<file path="src/core/io_expander_pkg.sv">
// Purpose: Shared constants for the 24-bit serial I/O expander.
// Assumes: One system clock; all link pins are asynchronous to it.
// Notes: Pin 1 maps to bit 0 of every parallel vector.
package io_expander_pkg;

  // ------------------------------------------------------------------
  // Widths and reset values
  // ------------------------------------------------------------------
  localparam int unsigned PORT_WIDTH = 24;
  localparam int unsigned CNT_WIDTH = 5;
  localparam logic [PORT_WIDTH-1:0] LATCH_RESET = 24'hffffff;
  localparam logic [PORT_WIDTH-1:0] SHIFT_RESET = 24'hffffff;

  // Frame states.
  typedef enum logic [1:0] {
    ST_IDLE = 2'b00,
    ST_SHIFT = 2'b01,
    ST_DONE = 2'b10
  } frame_state_e;

endpackage

</file>
<file path="src/core/pin_sync_if.sv">
// Purpose: Carries synchronised link levels and edge pulses.
// Assumes: Driven by the synchroniser, read by the expander core.
// Notes: All signals are on the system clock.
`timescale 1ns/1ps
`default_nettype none
interface pin_sync_if;
  logic cs_n_lvl;
  logic cs_fall;
  logic cs_rise;
  logic sclk_rise;
  logic sclk_fall;
  logic sdi_lvl;
  logic oe_dis_n_lvl;
  modport src (
    output cs_n_lvl, cs_fall, cs_rise, sclk_rise, sclk_fall, sdi_lvl,
    output oe_dis_n_lvl
  );
  modport dst (
    input cs_n_lvl, cs_fall, cs_rise, sclk_rise, sclk_fall, sdi_lvl,
    input oe_dis_n_lvl
  );
endinterface
`default_nettype wire

</file>
<file path="src/core/pin_sync.sv">
// Purpose: Two-stage synchronisers and edge detectors for link pins.
// Assumes: Pins are asynchronous to i_ref_clk.
// Notes: Edge detection looks only at the second stage and beyond.
`timescale 1ns/1ps
`default_nettype none
module pin_sync (
  input wire logic i_ref_clk,
  input wire logic i_nrst,
  input wire logic i_cs_n,
  input wire logic i_sclk,
  input wire logic i_serial_in,
  input wire logic i_out_dis_n,
  pin_sync_if.src sync
);

  logic [3:0] meta_ff;
  logic [3:0] sync_ff;
  logic [1:0] prev_ff;
  wire [3:0] raw_pins = {i_out_dis_n, i_serial_in, i_sclk, i_cs_n};

  // Pins settle idle high so no false edge follows reset.
  always_ff @(posedge i_ref_clk or negedge i_nrst) begin
    if (!i_nrst) begin
      meta_ff <= 4'hf;
      sync_ff <= 4'hf;
      prev_ff <= 2'h3;
    end else begin
      meta_ff <= raw_pins;
      sync_ff <= meta_ff;
      prev_ff <= sync_ff[1:0];
    end
  end

  // Edges are taken against the previous settled sample.
  assign sync.cs_n_lvl = sync_ff[0];
  assign sync.cs_fall = prev_ff[0] & ~sync_ff[0];
  assign sync.cs_rise = ~prev_ff[0] & sync_ff[0];
  assign sync.sclk_rise = ~prev_ff[1] & sync_ff[1];
  assign sync.sclk_fall = prev_ff[1] & ~sync_ff[1];
  assign sync.sdi_lvl = sync_ff[2];
  assign sync.oe_dis_n_lvl = sync_ff[3];

endmodule
`default_nettype wire

</file>
<file path="src/core/serial_io_expander.sv">
// Purpose: 24-bit serial I/O expander with open-drain port pins.
// Assumes: Host serial clock well below the system clock rate.
// Notes: Pins are open-drain; an enable low means pulling low.
//
// Notes on behaviour
// - Chip select fall snapshots all pins.
// - Output and input shifting start together.
// - Snapshot shifts out on clock falls.
// - Serial input sampled on clock rises.
// - Ignore clocks after 24; float output.
// - Chip select rise loads output latch.
// - Snapshot is pin level AND latch.
// - Early chip select rise still loads latch.
// - Written one releases pin; zero drives low.
// - All outputs only pull low or release.
// - Output disable floats every output.
`timescale 1ns/1ps
`default_nettype none
module serial_io_expander
  import io_expander_pkg::*;
#(
  parameter int unsigned WIDTH = PORT_WIDTH
) (
  input wire logic i_ref_clk,
  input wire logic i_nrst,
  input wire logic i_cs_n,
  input wire logic i_sclk,
  input wire logic i_serial_in,
  input wire logic i_out_dis_n,
  input wire logic [WIDTH-1:0] i_parallel_pins,
  output logic [WIDTH-1:0] o_parallel_pins,
  output logic [WIDTH-1:0] o_parallel_pins_oe_n,
  output logic o_serial_out,
  output logic o_serial_out_oe_n
);

  // ------------------------------------------------------------------
  // Input synchronisation
  // ------------------------------------------------------------------
  pin_sync_if sync ();

  pin_sync u_sync (
    .i_ref_clk(i_ref_clk),
    .i_nrst(i_nrst),
    .i_cs_n(i_cs_n),
    .i_sclk(i_sclk),
    .i_serial_in(i_serial_in),
    .i_out_dis_n(i_out_dis_n),
    .sync(sync)
  );

  // Parallel pins are asynchronous too, so they pass two stages.
  logic [WIDTH-1:0] pin_meta_ff;
  logic [WIDTH-1:0] pin_sync_ff;

  always_ff @(posedge i_ref_clk or negedge i_nrst) begin
    if (!i_nrst) begin
      pin_meta_ff <= '1;
      pin_sync_ff <= '1;
    end else begin
      pin_meta_ff <= i_parallel_pins;
      pin_sync_ff <= pin_meta_ff;
    end
  end

  // ------------------------------------------------------------------
  // Frame state and shift registers
  // ------------------------------------------------------------------
  frame_state_e state_ff;
  frame_state_e nxt_state;
  logic [CNT_WIDTH-1:0] out_cnt_ff;
  logic [CNT_WIDTH-1:0] in_cnt_ff;
  logic [WIDTH-1:0] snap_ff;
  logic [WIDTH-1:0] collect_ff;
  logic [WIDTH-1:0] latch_ff;
  logic sdo_ff;
  logic sdo_en_ff;

  localparam logic [CNT_WIDTH-1:0] LAST_BIT = CNT_WIDTH'(WIDTH);

  wire in_shift = (state_ff == ST_SHIFT);
  wire in_full = (in_cnt_ff == LAST_BIT);
  wire out_full = (out_cnt_ff == LAST_BIT);
  wire take_in = in_shift & sync.sclk_rise & ~in_full;
  wire take_out = in_shift & sync.sclk_fall & ~out_full;

  // Frame sequencing; DONE holds until chip select returns high.
  always_comb begin
    nxt_state = state_ff;
    case (state_ff)
      ST_IDLE: begin
        if (sync.cs_fall) begin
          nxt_state = ST_SHIFT;
        end
      end
      ST_SHIFT: begin
        if (sync.cs_rise) begin
          nxt_state = ST_IDLE;
        end else if (in_full && out_full) begin
          nxt_state = ST_DONE;
        end
      end
      ST_DONE: begin
        if (sync.cs_rise) begin
          nxt_state = ST_IDLE;
        end
      end
      default: begin
        nxt_state = ST_IDLE;
      end
    endcase
  end

  always_ff @(posedge i_ref_clk or negedge i_nrst) begin
    if (!i_nrst) begin
      state_ff <= ST_IDLE;
    end else begin
      state_ff <= nxt_state;
    end
  end

  always_ff @(posedge i_ref_clk or negedge i_nrst) begin
    if (!i_nrst) begin
      snap_ff <= SHIFT_RESET;
      out_cnt_ff <= '0;
    end else if (state_ff == ST_IDLE && sync.cs_fall) begin
      snap_ff <= pin_sync_ff & latch_ff;
      out_cnt_ff <= '0;
    end else if (take_out) begin
      snap_ff <= {1'b1, snap_ff[WIDTH-1:1]};
      out_cnt_ff <= out_cnt_ff + 1'b1;
    end
  end

  // Bit 0 is the first bit out, so it drives the line on each fall until WIDTH bits are out.
  always_ff @(posedge i_ref_clk or negedge i_nrst) begin
    if (!i_nrst) begin
      sdo_ff <= 1'b1;
      sdo_en_ff <= 1'b0;
    end else if (take_out) begin
      sdo_ff <= snap_ff[0];
      sdo_en_ff <= 1'b1;
    end else if (!in_shift || (sync.sclk_fall && out_full)) begin
      sdo_ff <= 1'b1;
      sdo_en_ff <= 1'b0;
    end
  end

  // sample on rise
  // Shifting toward bit 0 puts the first bit in on pin one.
  always_ff @(posedge i_ref_clk or negedge i_nrst) begin
    if (!i_nrst) begin
      collect_ff <= SHIFT_RESET;
      in_cnt_ff <= '0;
    end else if (state_ff == ST_IDLE && sync.cs_fall) begin
      in_cnt_ff <= '0;
    end else if (take_in) begin
      collect_ff <= {sync.sdi_lvl, collect_ff[WIDTH-1:1]};
      in_cnt_ff <= in_cnt_ff + 1'b1;
    end
  end

  // ------------------------------------------------------------------
  // Output latch
  // ------------------------------------------------------------------
  // A short frame leaves its bits at the upper end of the collector.
  // They are moved down so the first lands on pin one, and pins never
  // written fill with ones, so a cut frame releases them, not pulls.
  wire [WIDTH-1:0] load_val = in_full ? collect_ff :
                              ~(~collect_ff >> (WIDTH - 32'(in_cnt_ff)));

  always_ff @(posedge i_ref_clk or negedge i_nrst) begin
    if (!i_nrst) begin
      latch_ff <= LATCH_RESET;
    end else if (sync.cs_rise && state_ff != ST_IDLE) begin
      latch_ff <= load_val;
    end
  end

  // ------------------------------------------------------------------
  // Open-drain drivers
  // ------------------------------------------------------------------
  // disable floats all
  assign o_parallel_pins = '0;
  assign o_parallel_pins_oe_n = sync.oe_dis_n_lvl ? latch_ff : '1;
  assign o_serial_out = 1'b0;
  assign o_serial_out_oe_n = ~(sync.oe_dis_n_lvl & sdo_en_ff & ~sdo_ff);

endmodule
`default_nettype wire

</file>
<file path="config.mk">
export PLATFORM = sky130hd
export DESIGN_NAME = serial_io_expander
export DESIGN_NICKNAME = d
export VERILOG_FILES = /design/src/core/io_expander_pkg.sv /design/src/core/pin_sync_if.sv /design/src/core/pin_sync.sv /design/src/core/serial_io_expander.sv
export SDC_FILE = /design/constraint.sdc
export NUM_CORES = 1
export LEC_CHECK = 0
export BUFFER_PORTS_ARGS = -buffer_cell sky130_fd_sc_hd__buf_2
export CAP_MARGIN = 30
export CORE_ASPECT_RATIO = 1.75
export CORE_MARGIN = 4
export CORE_UTILIZATION = 59
export DETAILED_ROUTE_END_ITERATION = 8
export PLACE_DENSITY = 0.8
export SLEW_MARGIN = 20
export SYNTH_ARGS = -nofsm -noshare
export SYNTH_HDL_FRONTEND = slang
export SYNTH_SLANG_ARGS = --single-unit
</file>
<file path="constraint.sdc">
create_clock -name i_ref_clk -period 3 [get_ports i_ref_clk]
set_input_delay 0.45 -clock i_ref_clk [delete_from_list [all_inputs] [get_ports i_ref_clk]]
set_output_delay 0.45 -clock i_ref_clk [all_outputs]
set_load 0.1 [all_outputs]
</file>
== Word-level counts from Yosys, hierarchy flattened ==
Cells that the tools add are included.
Cells by class
  add/sub/neg operators: 3
  equality and inequality tests: 7
  shift operators: 1
  multiplexer cells: 17
  bitwise operators: 22
  reductions and logical operators: 13
Operator list (count)
  $mux W24: 4
  $not A24 Y24: 2
  $shr A24 B32 Y24: 1
  $and A24 B24 Y24: 1
  $mux W5: 4
  $add A5 B1 Y5 const B: 2
  $and A1 B1 Y1: 10
  $eq A5 B5 Y1 const B: 2
  $not A1 Y1: 9
  $mux W2: 4
  $reduce_bool A2 Y1: 4
  $pmux W2 S3: 1
  $sub A5 B5 Y6 const A: 1
  $logic_and A1 B1 Y1: 4
  $mux W1: 4
  $ne A2 B2 Y1 const B: 2
  $ne A3 B2 Y1 const B: 1
  $reduce_and A3 Y1: 1
  $eq A2 B1 Y1 const B: 1
  $eq A2 B2 Y1 const B: 1
  $logic_not A2 Y1: 1
  $reduce_and A2 Y1: 1
  $logic_not A1 Y1: 1
  $logic_or A1 B1 Y1: 1
Storage, ports and cells
  bits in registers: 144
  input port bits: 30
  output and inout bits: 50

== Depth between registers and ports, before layout ==
Gate-level depths: netlist of run 1.
  word-level depth: 6
  gate-level depth with buffers: 12

== Hierarchy ==
Synthesis of run 1 repeated with hierarchy kept, for this count alone.
Second synthesis, totals
  cell total of the unflattened synthesis: 612
  area, all modules: 7050.5 um^2
By module, submodules not included
  serial_io_expander: times used 1, cells each 598, area an instance 6752.7 um^2
  pin_sync: times used 1, cells each 14, area an instance 297.8 um^2

== Worst setup path before layout of run 1 ==
OpenSTA, ideal clock, no wires.
  path kind: register to register
  start: register in_cnt_ff[0]
  end: register latch_ff[3]
  setup time: 86 ps
  arrival: 2539 ps
  data required time: 2914 ps
  slack: 375 ps
  stages on the path, launching flop included: 13
  buffers on the path: 5
  period minus slack after synthesis: 2625 ps
  path through: dfrtp_1 -> buf_6 -> inv_2 -> buf_4 -> ha_1 -> buf_4 -> buf_6 -> clkbuf_1 -> mux4_2 -> mux2i_1 -> nand2_1 -> a32oi_1 -> o41ai_1
On the way
  cells in the longest elaborated chain, start to end: 4
  elaborated cells on any way between the ends: 5
  classes of those cells: 1 x add/sub; 1 x eq/ne; 1 x shift; 1 x mux; 1 x bitwise
RTL lines
  start, declared: line serial_io_expander.sv:72  | logic [CNT_WIDTH-1:0] in_cnt_ff;
  start signal, assigned: line serial_io_expander.sv:159  | in_cnt_ff <= in_cnt_ff + 1'b1;
  $sub A5 B5 Y6: line serial_io_expander.sv:170  | ~(~collect_ff >> (WIDTH - 32'(in_cnt_ff)));
  $shr A24 B32 Y24: line serial_io_expander.sv:170
  $not A24 Y24: line serial_io_expander.sv:170
  $mux W24 *: line serial_io_expander.sv:169  | wire [WIDTH-1:0] load_val = in_full ? collect_ff :
  end signal, assigned: line serial_io_expander.sv:176  | latch_ff <= load_val;
  end, declared: line serial_io_expander.sv:75  | logic [WIDTH-1:0] latch_ff;
Every way passes the cells marked *; elsewhere a longest branch is shown, timed or not.
A chain may end at the register's enable or synchronous reset.

== Worst setup path in the final report of run 1 ==
  start: register in_cnt_ff[1]
  end: register latch_ff[15]
The elaborated chain is that of the path after synthesis.

==> results by group, run 1 <==
Run status
  – Status: complete, no violations

Global routing
  – First-pass GRT wire length: approximately 32,000 um
  – GRT overflow: 0
  – Total GRT Usage: slightly below 30%
  – Initial antenna violation count: 0
  – Vias in the first global route: 5,764
  – Pin count of the biggest net entering global routing: 73

Drt
  – Via density: about 6
  – Final Routed Wirelength: 20,300 um
  – Final ANT Viol Nets: 0
  – Via count: 5,541
  – Initial DRC Count: 319
  – Drt first pass iters: 6
  – Drt wl/cell: 21.9 um
  – # DRC: 0

Min path
  – Hold Path Class: in2async

Timing
  – Max Slew Vio Count: 0
  – Relative slew slack: 50.4%
  – Period utilisation layout: between 80% and 90%
  – Post-Route Setup TNS: 0 ns
  – Worst-Margin Slew: 0.744 ns
  – Min Tclk post-route: about 2.6 ns
  – Final setup vio count: 0
  – Setup Skew: 0.0100 ns
  – Final Hold Fails: 0
  – RSZ-0062 raised after global routing: no
  – F_max: 382 MHz

Synthesis
  – Syn Std Cell Area: between 0.007 and 0.008 mm^2
  – YS warnings: 0
  – Flip-flop and latch count after synthesis: 144
  – Area share of the largest cell type after synthesis: 46.8%
  – Unique cell type count in the Yosys netlist: just over 60
  – Ys async rst share: 100%
  – Synthesized area per cell: 10.5 um^2
  – EDFF count, synth: 0
  – Ranking of synthesized cells by area: dfstp_2 (47%), nand2_1 (6.6%), mux2i_1 (6.0%)
  – Sequential element share of the synthesized area: between 50% and 60%
  – Syn Inst Count: 702
  – Yosys top cell by area: dfstp_2
  – Top FF cell, synth: dfstp_2

Clocking
  – # Post-CTS Setup Buffers: 0
  – Clock Tree Buf Depth: 2
  – PostCTS Resize Cnt: 0
  – H-tree Lvls: 4
  – Clock transition at the registers of the reported paths: 0.07 ns
  – Clk Latency, worst-skew pair: roughly 0.42 ns
  – CTS tree: done
  – Cts hold-fix bufs: 0
  – CTS Sinks: 144
  – Cts bufs inserted: 17
  – Root buf cell: clkbuf_16

Critical path
  – Worst EP arrival: 2.93 ns
  – Critical Path End Type: flop
  – CP cell instances: inv_1 -> ha_1 -> buf_12 -> inv_1 -> a2111oi_0 -> a31oi_1 -> o221ai_1 -> a31oi_1
  – Slowest CP cell: dfrtp_1
  – CP Data Required Time: 3.32 ns
  – CP Launch Type: flop
  – CP max stage delay: around 0.53 ns
  – Crit Path Category: reg2reg
  – Critical Path Fanout Max: 32

Floorplan
  – Initial core utilization: 60.6%
  – Core Region: 0.0121 mm^2
  – FP Rows: 53
  – Die X: around 92 um
  – Die area: between 0.01 and 0.015 mm^2
  – Die height: 156 um
  – Num ports: 80

Power
  – Leakage: 3.61 nW
  – Pwr Density: ~940 mW/mm^2
  – Power after layout: between 7 and 8 mW
  – Max rail drop VDD: 0.590 mV

Layout
  – Cell area after layout: 0.00824 mm^2
  – Area grow syn2layout: 12.1%
  – ANT cells: 0
  – Fillers: 903
  – Layout cell share with drive strength beyond 1: 33.5%
  – Nets@finish: ~780

Placement
  – DP Area: 0.00769 mm^2
  – Final HPWL DP: 14,700 um
  – Gp weighted congestion: 0.953
  – # port buffers: 54

Flow run
  – Max cap viols: 0
-- power breakdown --
| part | leakage (nW) | switching (mW) | internal (mW) |
|---|---|---|---|
| Clock | 0.258 | 0.898 | 1.08 |
| Combinational | 1.80 | 1.93 | 0.913 |
| Sequential | 1.55 | 0.398 | 2.55 |
| Total | 3.61 | 3.23 | 4.54 |
-- logic make-up (layout without fill, tap and decap cells) --
group / after synthesis / count (layout) / share of synthesized area (%)
buf+inv: 79 / 115 / 6.17
flops: 144 / 144 / 51.2
other cells: 1 / 25 / 0.0510
compound gates: 125 / 125 / 11.0
mux: 64 / 64 / 12.0
fa+ha+maj: 4 / 4 / 0.680
xor+xnor: 10 / 10 / 1.19
simple gates: 275 / 275 / 17.7
-- placed cells by master (no fill, tap or decap), types with 4 or more instances in the layout --
cell,netlist,final
o31a_1,4,4
and2_1,5,5
dfrtp_1,13,13
buf_4,31,17
a211oi_1,4,4
clkbuf_16,0,17
o22ai_1,13,13
mux2i_1,44,44
a21oi_1,14,14
nand3_1,28,28
or2_2,4,4
xor2_1,5,5
inv_6,0,6
nand2_1,129,129
buf_2,15,53
nand2b_1,30,30
a32oi_1,5,5
nand3b_1,4,4
ha_1,4,4
o21ai_0,47,47
nor2_1,36,36
o211ai_1,8,8
conb_1,1,25
nand4b_1,4,4
dfstp_2,131,131
nand4_1,4,4
nor2b_1,8,8
nor3_1,6,6
mux2_2,5,5
mux4_1,12,12
or3_1,9,9
inv_1,9,9
clkinvlp_4,0,5
xnor2_1,5,5
-- worst max-delay path: cells and delay by family (launching register included) --
kind	cells	cell delay, ns
AO/OA/AOI/OAI	4	1.23
flip-flops	1	0.53
adder cells (fa/ha/maj)	1	0.33
buffers and inverters	3	0.42
-- flip-flops by register name, summed over array words and instances, names as in the netlist --
signal and cells:
collect_ff 24, latch_ff 24, pin_meta_ff 24, pin_sync_ff 24, snap_ff 24, in_cnt_ff 5, out_cnt_ff 5, u_sync.meta_ff 4
u_sync.sync_ff 4, state_ff 2, u_sync.prev_ff 2, sdo_en_ff 1, sdo_ff 1
-- per-stage QoR --
step | util, % | hold WS (ns) | worst slack, ns | cells
CTS | 67.9 | 0.0636 | 0.477 | 927
finish | 67.9 | 0.0671 | 0.385 | 927
global placement | 63.4 | 0.345 | 0.542 | 895
detailed placement | 63.4 | 0.347 | 0.507 | 895
global route | 67.9 | 0.0885 | 0.261 | 927
floorplan | - | 0.154 | 0.375 | 726
-- final cells by class --
class	count	area, um^2	share of cell area (%)
clock buffer	17	425	5.16
clock inverter	15	128	1.55
inverter	10	37.5	0.455
multi-input combinational	503	3230	39.2
sequential	144	3770	45.7
tap	165	206	2.50
timing repair buffer	73	444	5.39
-- metal layers --
layer  vias up  share of wire (%)  track usage, %
met5         -                  0               0
met4         0                4.8            14.8
met3        69                4.3            5.36
met2       206                 54            53.1
met1      2745                 37            33.2
li1       2521                  -               -
-- cell usage after synthesis, types with 3 or more instances --
master / instances
a32oi_1: 5
a211oi_1: 4
nand3b_1: 4
o21ai_0: 47
or2_2: 4
o221ai_1: 3
o31a_1: 4
mux2i_1: 44
nand4_1: 4
nor3_1: 6
o22ai_1: 13
dfrtp_1: 13
dfstp_2: 131
nand2b_1: 30
nand3_1: 28
buf_2: 15
nand4b_1: 4
xnor2_1: 5
mux2_2: 5
and2_1: 5
clkbuf_1: 18
mux4_2: 3
ha_1: 4
a21oi_1: 14
mux4_1: 12
inv_1: 9
nand2_1: 129
o211ai_1: 8
nor2_1: 36
buf_4: 31
buf_6: 3
or3_1: 9
nor2b_1: 8
xor2_1: 5
-- worst paths after layout --
| path | start | end | slack (ns) | cells after the start |
|---|---|---|---|---|
| worst max-delay path | in_cnt_ff[1] | latch_ff[15] | 0.38 | 8 |
| worst min-delay path | i_nrst | in_cnt_ff[1] | 0.07 | 1 |
| worst max register to register | in_cnt_ff[1] | latch_ff[15] | 0.38 | 8 |
| worst min register to register | pin_meta_ff[16] | pin_sync_ff[16] | 0.35 | 0 |
| max in group asynchronous | i_nrst | pin_meta_ff[8] | 2.15 | 2 |
| min in group i_ref_clk | i_out_dis_n | u_sync.meta_ff[3] | 0.13 | 1 |
Note: power is estimated with default switching activity, not from simulation.
==> run 2: changes to the inputs <==
- CORE_UTILIZATION: 59 -> 30
- CTS_CLUSTER_DIAMETER: not set -> 150
- PLACE_DENSITY: 0.8 -> not set
==> run 2 against run 1 <==
Against the previous run:
- count of clock-buffer cells in the layout rose by 2
- core utilization shrank 33 points
- power rose by 3.1%
- clock skew fell by 0.0017 ns
- final area rose by 3.5%
- register-to-register slack about the same
==> results by group, run 2 (synthesis results as in run 1) <==
Drt
  – Via count: 5,310 (-4.2%)
  – Final Routed Wirelength: 19,700 um (-3.3%)
  – Final ANT Viol Nets: 0 (unchanged)
  – Drt wl/cell: 18.3 um (-16%)
  – Via density: 4.96 (-17%)
  – # DRC: 0 (unchanged)
  – Initial DRC Count: 276 (-13%)
  – Drt first pass iters: 4 (-2)

Clocking
  – Cts bufs inserted: 17 (unchanged)
  – CTS Sinks: 144 (unchanged)
  – Clock Tree Buf Depth: 2 (unchanged)
  – H-tree Lvls: 4 (unchanged)
  – Root buf cell: clkbuf_16
  – CTS tree: done
  – Clock transition at the registers of the reported paths: 0.06 ns (about the same)
  – Clk Latency, worst-skew pair: 0.43 ns (about the same)

Floorplan
  – Initial core utilization: 30.5% (-30 points)
  – Die area: 0.0272 mm^2 (+89%)
  – Core Region: 0.0241 mm^2 (+99%)
  – Num ports: 80 (unchanged)
  – Die height: 215 um (+38%)
  – FP Rows: 75 (+42%)
  – Die X: 126 um (+37%)

Placement
  – # placed instances: 1,038 (+16%)
  – Final HPWL DP: 14,400 um (-2.5%)
  – Setup Slack @ Placement: 0.441 ns (-0.0662 ns)
  – Gp weighted congestion: 0.951 (-0.23%)
  – # port buffers: 54 (unchanged)

Critical path
  – FF-to-FF Start: in_cnt_ff[1]
  – CP max stage delay: 0.54 ns (about the same)
  – CP Launch Type: flop
  – Critical Path End Type: flop
  – Top delay family on crit path: multiplexers
  – Crit Path Category: reg2reg
  – Critical Path Fanout Max: 21 (-34%)
  – Slowest CP cell: mux2i_1
  – Worst EP arrival: 2.95 ns (+0.02 ns)
  – Crit path launch: in_cnt_ff[1]
  – CP cell instances: inv_1 -> ha_1 -> xor2_1 -> buf_4 -> mux2i_1 -> nand2_1 -> a32oi_1 -> o41ai_1
  – Buf/Inv on CP: 2 (-1)
  – CP Data Required Time: 3.34 ns (+0.02 ns)

Global routing
  – Vias in the first global route: 5,594 (-2.9%)
  – First-pass GRT wire length: 31,500 um (-1.4%)
  – GRT overflow: 0 (unchanged)
  – Pin count of the biggest net entering global routing: 63 (-14%)
  – Initial antenna violation count: 0 (unchanged)
  – Total GRT Usage: 14.9% (-15 points)

Layout
  – Layout cell share with drive strength beyond 1: 33.3% (-0.17 points)
  – Util after Layout: 35.4% (-33 points)
  – ANT cells: 0 (unchanged)
  – Area grow syn2layout: 16.0%
  – Most common cell after layout, fill and taps aside: dfstp_2
  – Nets@finish: 784 (+0.13%)
  – Fillers: 2,381 (+160%)
  – Most frequent cells in the layout: dfstp_2 (131), nand2_1 (129), buf_2 (53)
  – Post-Layout Cell Count: 1,071 (+16%)

Power
  – Max rail drop VDD: 0.421 mV (-29%)
  – Internal Power: 4.89 mW (+7.7%)
  – Sequential share of power: 36.5% (-1.4 points)
  – Clk network pwr share: 28.0% (+2.5 points)
  – Sw frac: 39.0% (-2.6 points)
  – Sw power: 3.12 mW (-3.4%)
  – Leakage: 3.67 nW (+1.8%)
  – Gate power share: 35.6% (-1.0 points)
  – Pwr Density: 939 mW/mm^2 (-0.38%)

Min path
  – Min-delay src: i_parallel_pins[11]
  – Hold Path Class: in2reg

Timing
  – Min Tclk post-route: 2.61 ns (-0.00792 ns)
  – Final setup vio count: 0 (unchanged)
  – F_max: 384 MHz (+0.30%)
  – RSZ-0062 raised after global routing: no
  – Setup Skew: 0.00828 ns (-0.00173 ns)
  – Post-Route Setup TNS: 0 ns (unchanged)
  – Max Slew Vio Count: 0 (unchanged)
  – Relative slew slack: 57.4% (+7.1 points)
  – Final Hold Fails: 0 (unchanged)
  – Worst-Margin Slew: 0.638 ns (-0.106 ns)
  – Final worst slack: 0.393 ns (+0.00792 ns)
  – Period utilisation layout: 86.9% (-0.26 points)

Run status
  – Status: complete, no violations

Flow run
  – Max cap viols: 0 (unchanged)
==> run 2: cell count changes in the layout (fill, tap and decap cells not counted), moves of 2 or more <==
| cell | change |
|---|---|
| buf_12 | +2 |
| clkinv_4 | +4 |
| buf_4 | -2 |
| inv_6 | -5 |
| bufinv_16 | +4 |
| clkinvlp_4 | -4 |
==> run 2: area by class of cell <==
| cell class | instances | area [um^2] | share of cell area (%) |
|---|---|---|---|
| well taps | 308 | 385 | 4.52 |
| inverters | 10 | 37.5 | 0.440 |
| multi-input cells | 503 | 3230 | 37.9 |
| clock buffers | 19 | 443 | 5.19 |
| clock inverters | 13 | 186 | 2.18 |
| repair buffers | 74 | 479 | 5.62 |
| flip-flops and latches | 144 | 3770 | 44.1 |
==> run 2: final timing paths <==
path | to | slack [ns] | depth (start not counted)
max | latch_ff[3] | 0.39 | 8
min | pin_meta_ff[11] | 0.11 | 1
max reg2reg | latch_ff[3] | 0.39 | 8
min reg2reg | pin_sync_ff[12] | 0.35 | 0
max in group asynchronous | snap_ff[15] | 1.64 | 3
min in group asynchronous | out_cnt_ff[2] | 0.54 | 2
==> run 2: through the flow <==
| stage | power (mW) | area, um^2 | hold WS (ns) |
|---|---|---|---|
| floorplan | 4.97 | 7450 | 0.154 |
| global placement | 5.78 | 7890 | 0.346 |
| detailed placement | 5.78 | 7890 | 0.347 |
| CTS | 8.07 | 8530 | 0.0902 |
| global route | 8.38 | 8530 | 0.0948 |
| finish | 8.01 | 8530 | 0.111 |
==> run 2: worst register-to-register path: cells and delay by family (launching register included) <==
family	cells	cell delay [ns]
AND/OR/NAND/NOR	1	0.11
AO/OA/AOI/OAI	2	0.32
adder cells (fa/ha/maj)	1	0.48
XOR/XNOR	1	0.19
flip-flops	1	0.48
multiplexers	1	0.55
buffers and inverters	2	0.40
==> run 2: power by group through the flow <==
stage / sequential [mW] / clock, mW / combinational (mW)
finish: 2.92 / 2.24 / 2.85
global route: 2.98 / 2.37 / 3.03
CTS: 2.93 / 2.30 / 2.84
detailed placement: 2.95 / 0 / 2.83
global placement: 2.94 / 0 / 2.84
floorplan: 2.74 / 0 / 2.23
==> run 2: metal layers <==
layer  global-route usage (%)  part of all wire [%]  vias up
li1                         -                     -     2517
met1                     16.5                    39     2624
met2                     26.7                    55      133
met3                     2.68                   3.8       36
met4                     7.59                   3.1        0
met5                        0                     0        -
==> run 2: what timing repair did <==
action                    CTS  global route
hold buffers                1             0
hold endpoints to repair    9             0
gates resized for setup     0             0
setup buffers               0             0
==> run 3: changes to the inputs <==
- ABC_AREA: not set -> 1
==> run 3 against run 2 <==
Against the previous run:
- clock power decreased by 2%
- highest routed layer unchanged
- hold slack got worse by 0.039 ns
- die area decreased by 2.6%
- synthesized cell count increased by 22%
- sequential cell count unchanged
- setup slack improved by 0.22 ns
- non-clock buffer count decreased by 2
- fmax increased by 9.2%
- power increased by 13%
- synthesized area decreased by 2.7%
- combinational power increased by 37%
==> results by group, run 3 <==
Floorplan
  – Num ports: 80 (unchanged)
  – Die X: 125 um (-1.3%)
  – Initial core utilization: 30.6% (+0.052 points)
  – Die area: 0.0265 mm^2 (-2.6%)
  – Core Region: 0.0234 mm^2 (-2.9%)
  – FP Rows: 74 (-1.3%)
  – Die height: 212 um (-1.3%)

Synthesis
  – Synthesized area per cell: 8.39 um^2 (-20%)
  – Sequential element share of the synthesized area: 52.6% (+1.4 points)
  – Syn Inst Count: 853 (+22%)
  – Ranking of synthesized cells by area: dfstp_2 (48%), nand3_1 (12%), nand2_1 (10%)
  – Top FF cell, synth: dfstp_2
  – Syn Std Cell Area: 0.00716 mm^2 (-2.7%)
  – Area share of the largest cell type after synthesis: 48.1% (+1.3 points)
  – Unique cell type count in the Yosys netlist: 36 (-41%)
  – Post-synth top cells: nand2_1 (199), nand3_1 (178), dfstp_2 (131)
  – Top-count cell post-synth: nand2_1
  – EDFF count, synth: 0 (unchanged)
  – YS warnings: 0 (unchanged)
  – Flip-flop and latch count after synthesis: 144 (unchanged)
  – Yosys top cell by area: dfstp_2
  – Ys async rst share: 100% (unchanged)

Global routing
  – Initial antenna violation count: 0 (unchanged)
  – Vias in the first global route: 5,910 (+5.6%)
  – GRT overflow: 0 (unchanged)
  – First-pass GRT wire length: 30,600 um (-3.0%)
  – Pin count of the biggest net entering global routing: 83 (+32%)
  – Total GRT Usage: 14.7% (-0.17 points)

Run status
  – Status: complete, no violations

Critical path
  – CP Launch Type: flop
  – Reg2Reg Depth: 10 (+2)
  – R2R Setup Slk: 0.61 ns (+0.22 ns)
  – Crit Path Category: reg2reg
  – CP Data Required Time: 3.35 ns (about the same)
  – Worst EP arrival: 2.74 ns (-0.21 ns)
  – Critical Path Fanout Max: 28 (+33%)
  – Critical Path End Type: flop

Drt
  – Final Routed Wirelength: 18,900 um (-3.8%)
  – Drt wl/cell: 15.6 um (-15%)
  – Final ANT Viol Nets: 0 (unchanged)
  – Via count: 5,900 (+11%)
  – # DRC: 0 (unchanged)
  – Initial DRC Count: 492 (+78%)
  – Drt first pass iters: 5 (+1)
  – Via density: 4.86 (-2.1%)

Placement
  – # port buffers: 54 (unchanged)
  – Gp weighted congestion: 0.925 (-2.8%)
  – Final HPWL DP: 14,100 um (-2.2%)
  – # placed instances: 1,183 (+14%)

Power
  – Leakage: 3.67 nW (-0.16%)
  – Max rail drop VDD: 0.470 mV (+12%)
  – Pwr Density: 1100 mW/mm^2 (+17%)

Timing
  – Max Slew Vio Count: 0 (unchanged)
  – Worst-Margin Slew: 0.831 ns (+0.192 ns)
  – Relative slew slack: 44.6% (-13 points)
  – Period utilisation layout: 79.6% (-7.3 points)
  – F_max: 419 MHz (+9.2%)
  – Post-Route Setup TNS: 0 ns (unchanged)
  – Min Tclk post-route: 2.39 ns (-0.219 ns)
  – Setup Skew: 0.00582 ns (-0.00246 ns)
  – Final setup vio count: 0 (unchanged)
  – Final Hold Fails: 0 (unchanged)
  – RSZ-0062 raised after global routing: no

Layout
  – Layout cell share with drive strength beyond 1: 27.6% (-5.7 points)
  – Most common cell after layout, fill and taps aside: nand2_1
  – Fillers: 2,408 (+1.1%)
  – Most frequent cells in the layout: nand2_1 (199), nand3_1 (178), dfstp_2 (131)
  – Nets@finish: 932 (+19%)
  – Post-Layout Cell Count: 1,215 (+13%)
  – ANT cells: 0 (unchanged)
  – Area grow syn2layout: 15.3%

Min path
  – Hold Path Class: in2async

Clocking
  – # Post-CTS Setup Buffers: 0 (unchanged)
  – Clock Tree Buf Depth: 2 (unchanged)
  – H-tree Lvls: 4 (unchanged)
  – Root buf cell: clkbuf_16
  – Clock transition at the registers of the reported paths: 0.06 ns (about the same)
  – Cts hold-fix bufs: 0 (-1)
  – CTS tree: done
  – Cts bufs inserted: 17 (unchanged)
  – CTS Sinks: 144 (unchanged)
  – Clk Latency, worst-skew pair: 0.43 ns (about the same)
  – PostCTS Resize Cnt: 0 (unchanged)

Flow run
  – Max cap viols: 0 (unchanged)
## run 3: cell families (layout without fill, tap and decap cells)
group | after synthesis | count (layout) | share of synthesized area (%)
other | 1 | 25 | 0.0524
buffers and inverters | 156 | 190 | 10.2
AO/OA/AOI/OAI | 112 | 112 | 8.81
adder cells (fa/ha/maj) | 4 | 4 | 0.699
AND/OR/NAND/NOR | 434 | 434 | 27.0
flip-flops | 144 | 144 | 52.6
XOR/XNOR | 2 | 2 | 0.612
## run 3: metal layers
metal | GRT usage (%) | vias up | share of wire [%]
li1 | - | 2848 | -
met1 | 15.4 | 2812 | 37
met2 | 26.8 | 184 | 54
met3 | 2.79 | 56 | 4.5
met4 | 9.46 | 0 | 5.1
met5 | 0 | - | 0
## run 3: stage by stage
step / power (mW) / setup slack (ns) / hold WS, ns / area, um^2 / utilization [%]
floorplan: 5.94 / 0.853 / 0.154 / 7250 / -
global route: 9.62 / 0.362 / 0.0967 / 8250 / 35.2
detailed placement: 6.86 / 0.633 / 0.347 / 7630 / 32.6
CTS: 9.11 / 0.618 / 0.0928 / 8250 / 35.2
global placement: 6.87 / 0.659 / 0.346 / 7630 / 32.6
finish: 9.05 / 0.612 / 0.0716 / 8250 / 35.2
## run 3: report_power, final
group | leakage, nW | internal (mW) | switching [mW]
combinational | 1.82 | 1.01 | 2.89
clock | 0.295 | 1.39 | 0.804
sequential | 1.55 | 2.64 | 0.309
total | 3.67 | 5.04 | 4.00
## run 3: critical path, cell delays in order, from the launching register on
cell,delay [ns]
dfrtp_1,0.40
inv_4,0.23
nand2_1,0.13
nand2_2,0.39
inv_1,0.14
nor2_4,0.24
nand2_4,0.17
clkinv_2,0.18
nand4_1,0.18
o211ai_1,0.13
o21ai_0,0.10
## run 3: cell type report
class                   count  area [um^2]  area share [%]
clock buffers              23          488            5.91
clock inverters             9          131            1.59
inverters                  86          327            3.96
multi-input cells         577         2750            33.3
flip-flops and latches    144         3770            45.6
well taps                 304          380            4.61
repair buffers             72          412            4.99
## run 3: path summary, 6_finish.rpt
| check | start | to |
|---|---|---|
| setup reg to reg | in_cnt_ff[0] | latch_ff[18] |
| setup / recovery | in_cnt_ff[0] | latch_ff[18] |
| max in group asynchronous | i_nrst | pin_meta_ff[6] |
| min in group i_ref_clk | i_parallel_pins[10] | pin_meta_ff[10] |
| hold / removal | i_nrst | in_cnt_ff[1] |
| hold reg to reg | pin_meta_ff[20] | pin_sync_ff[20] |
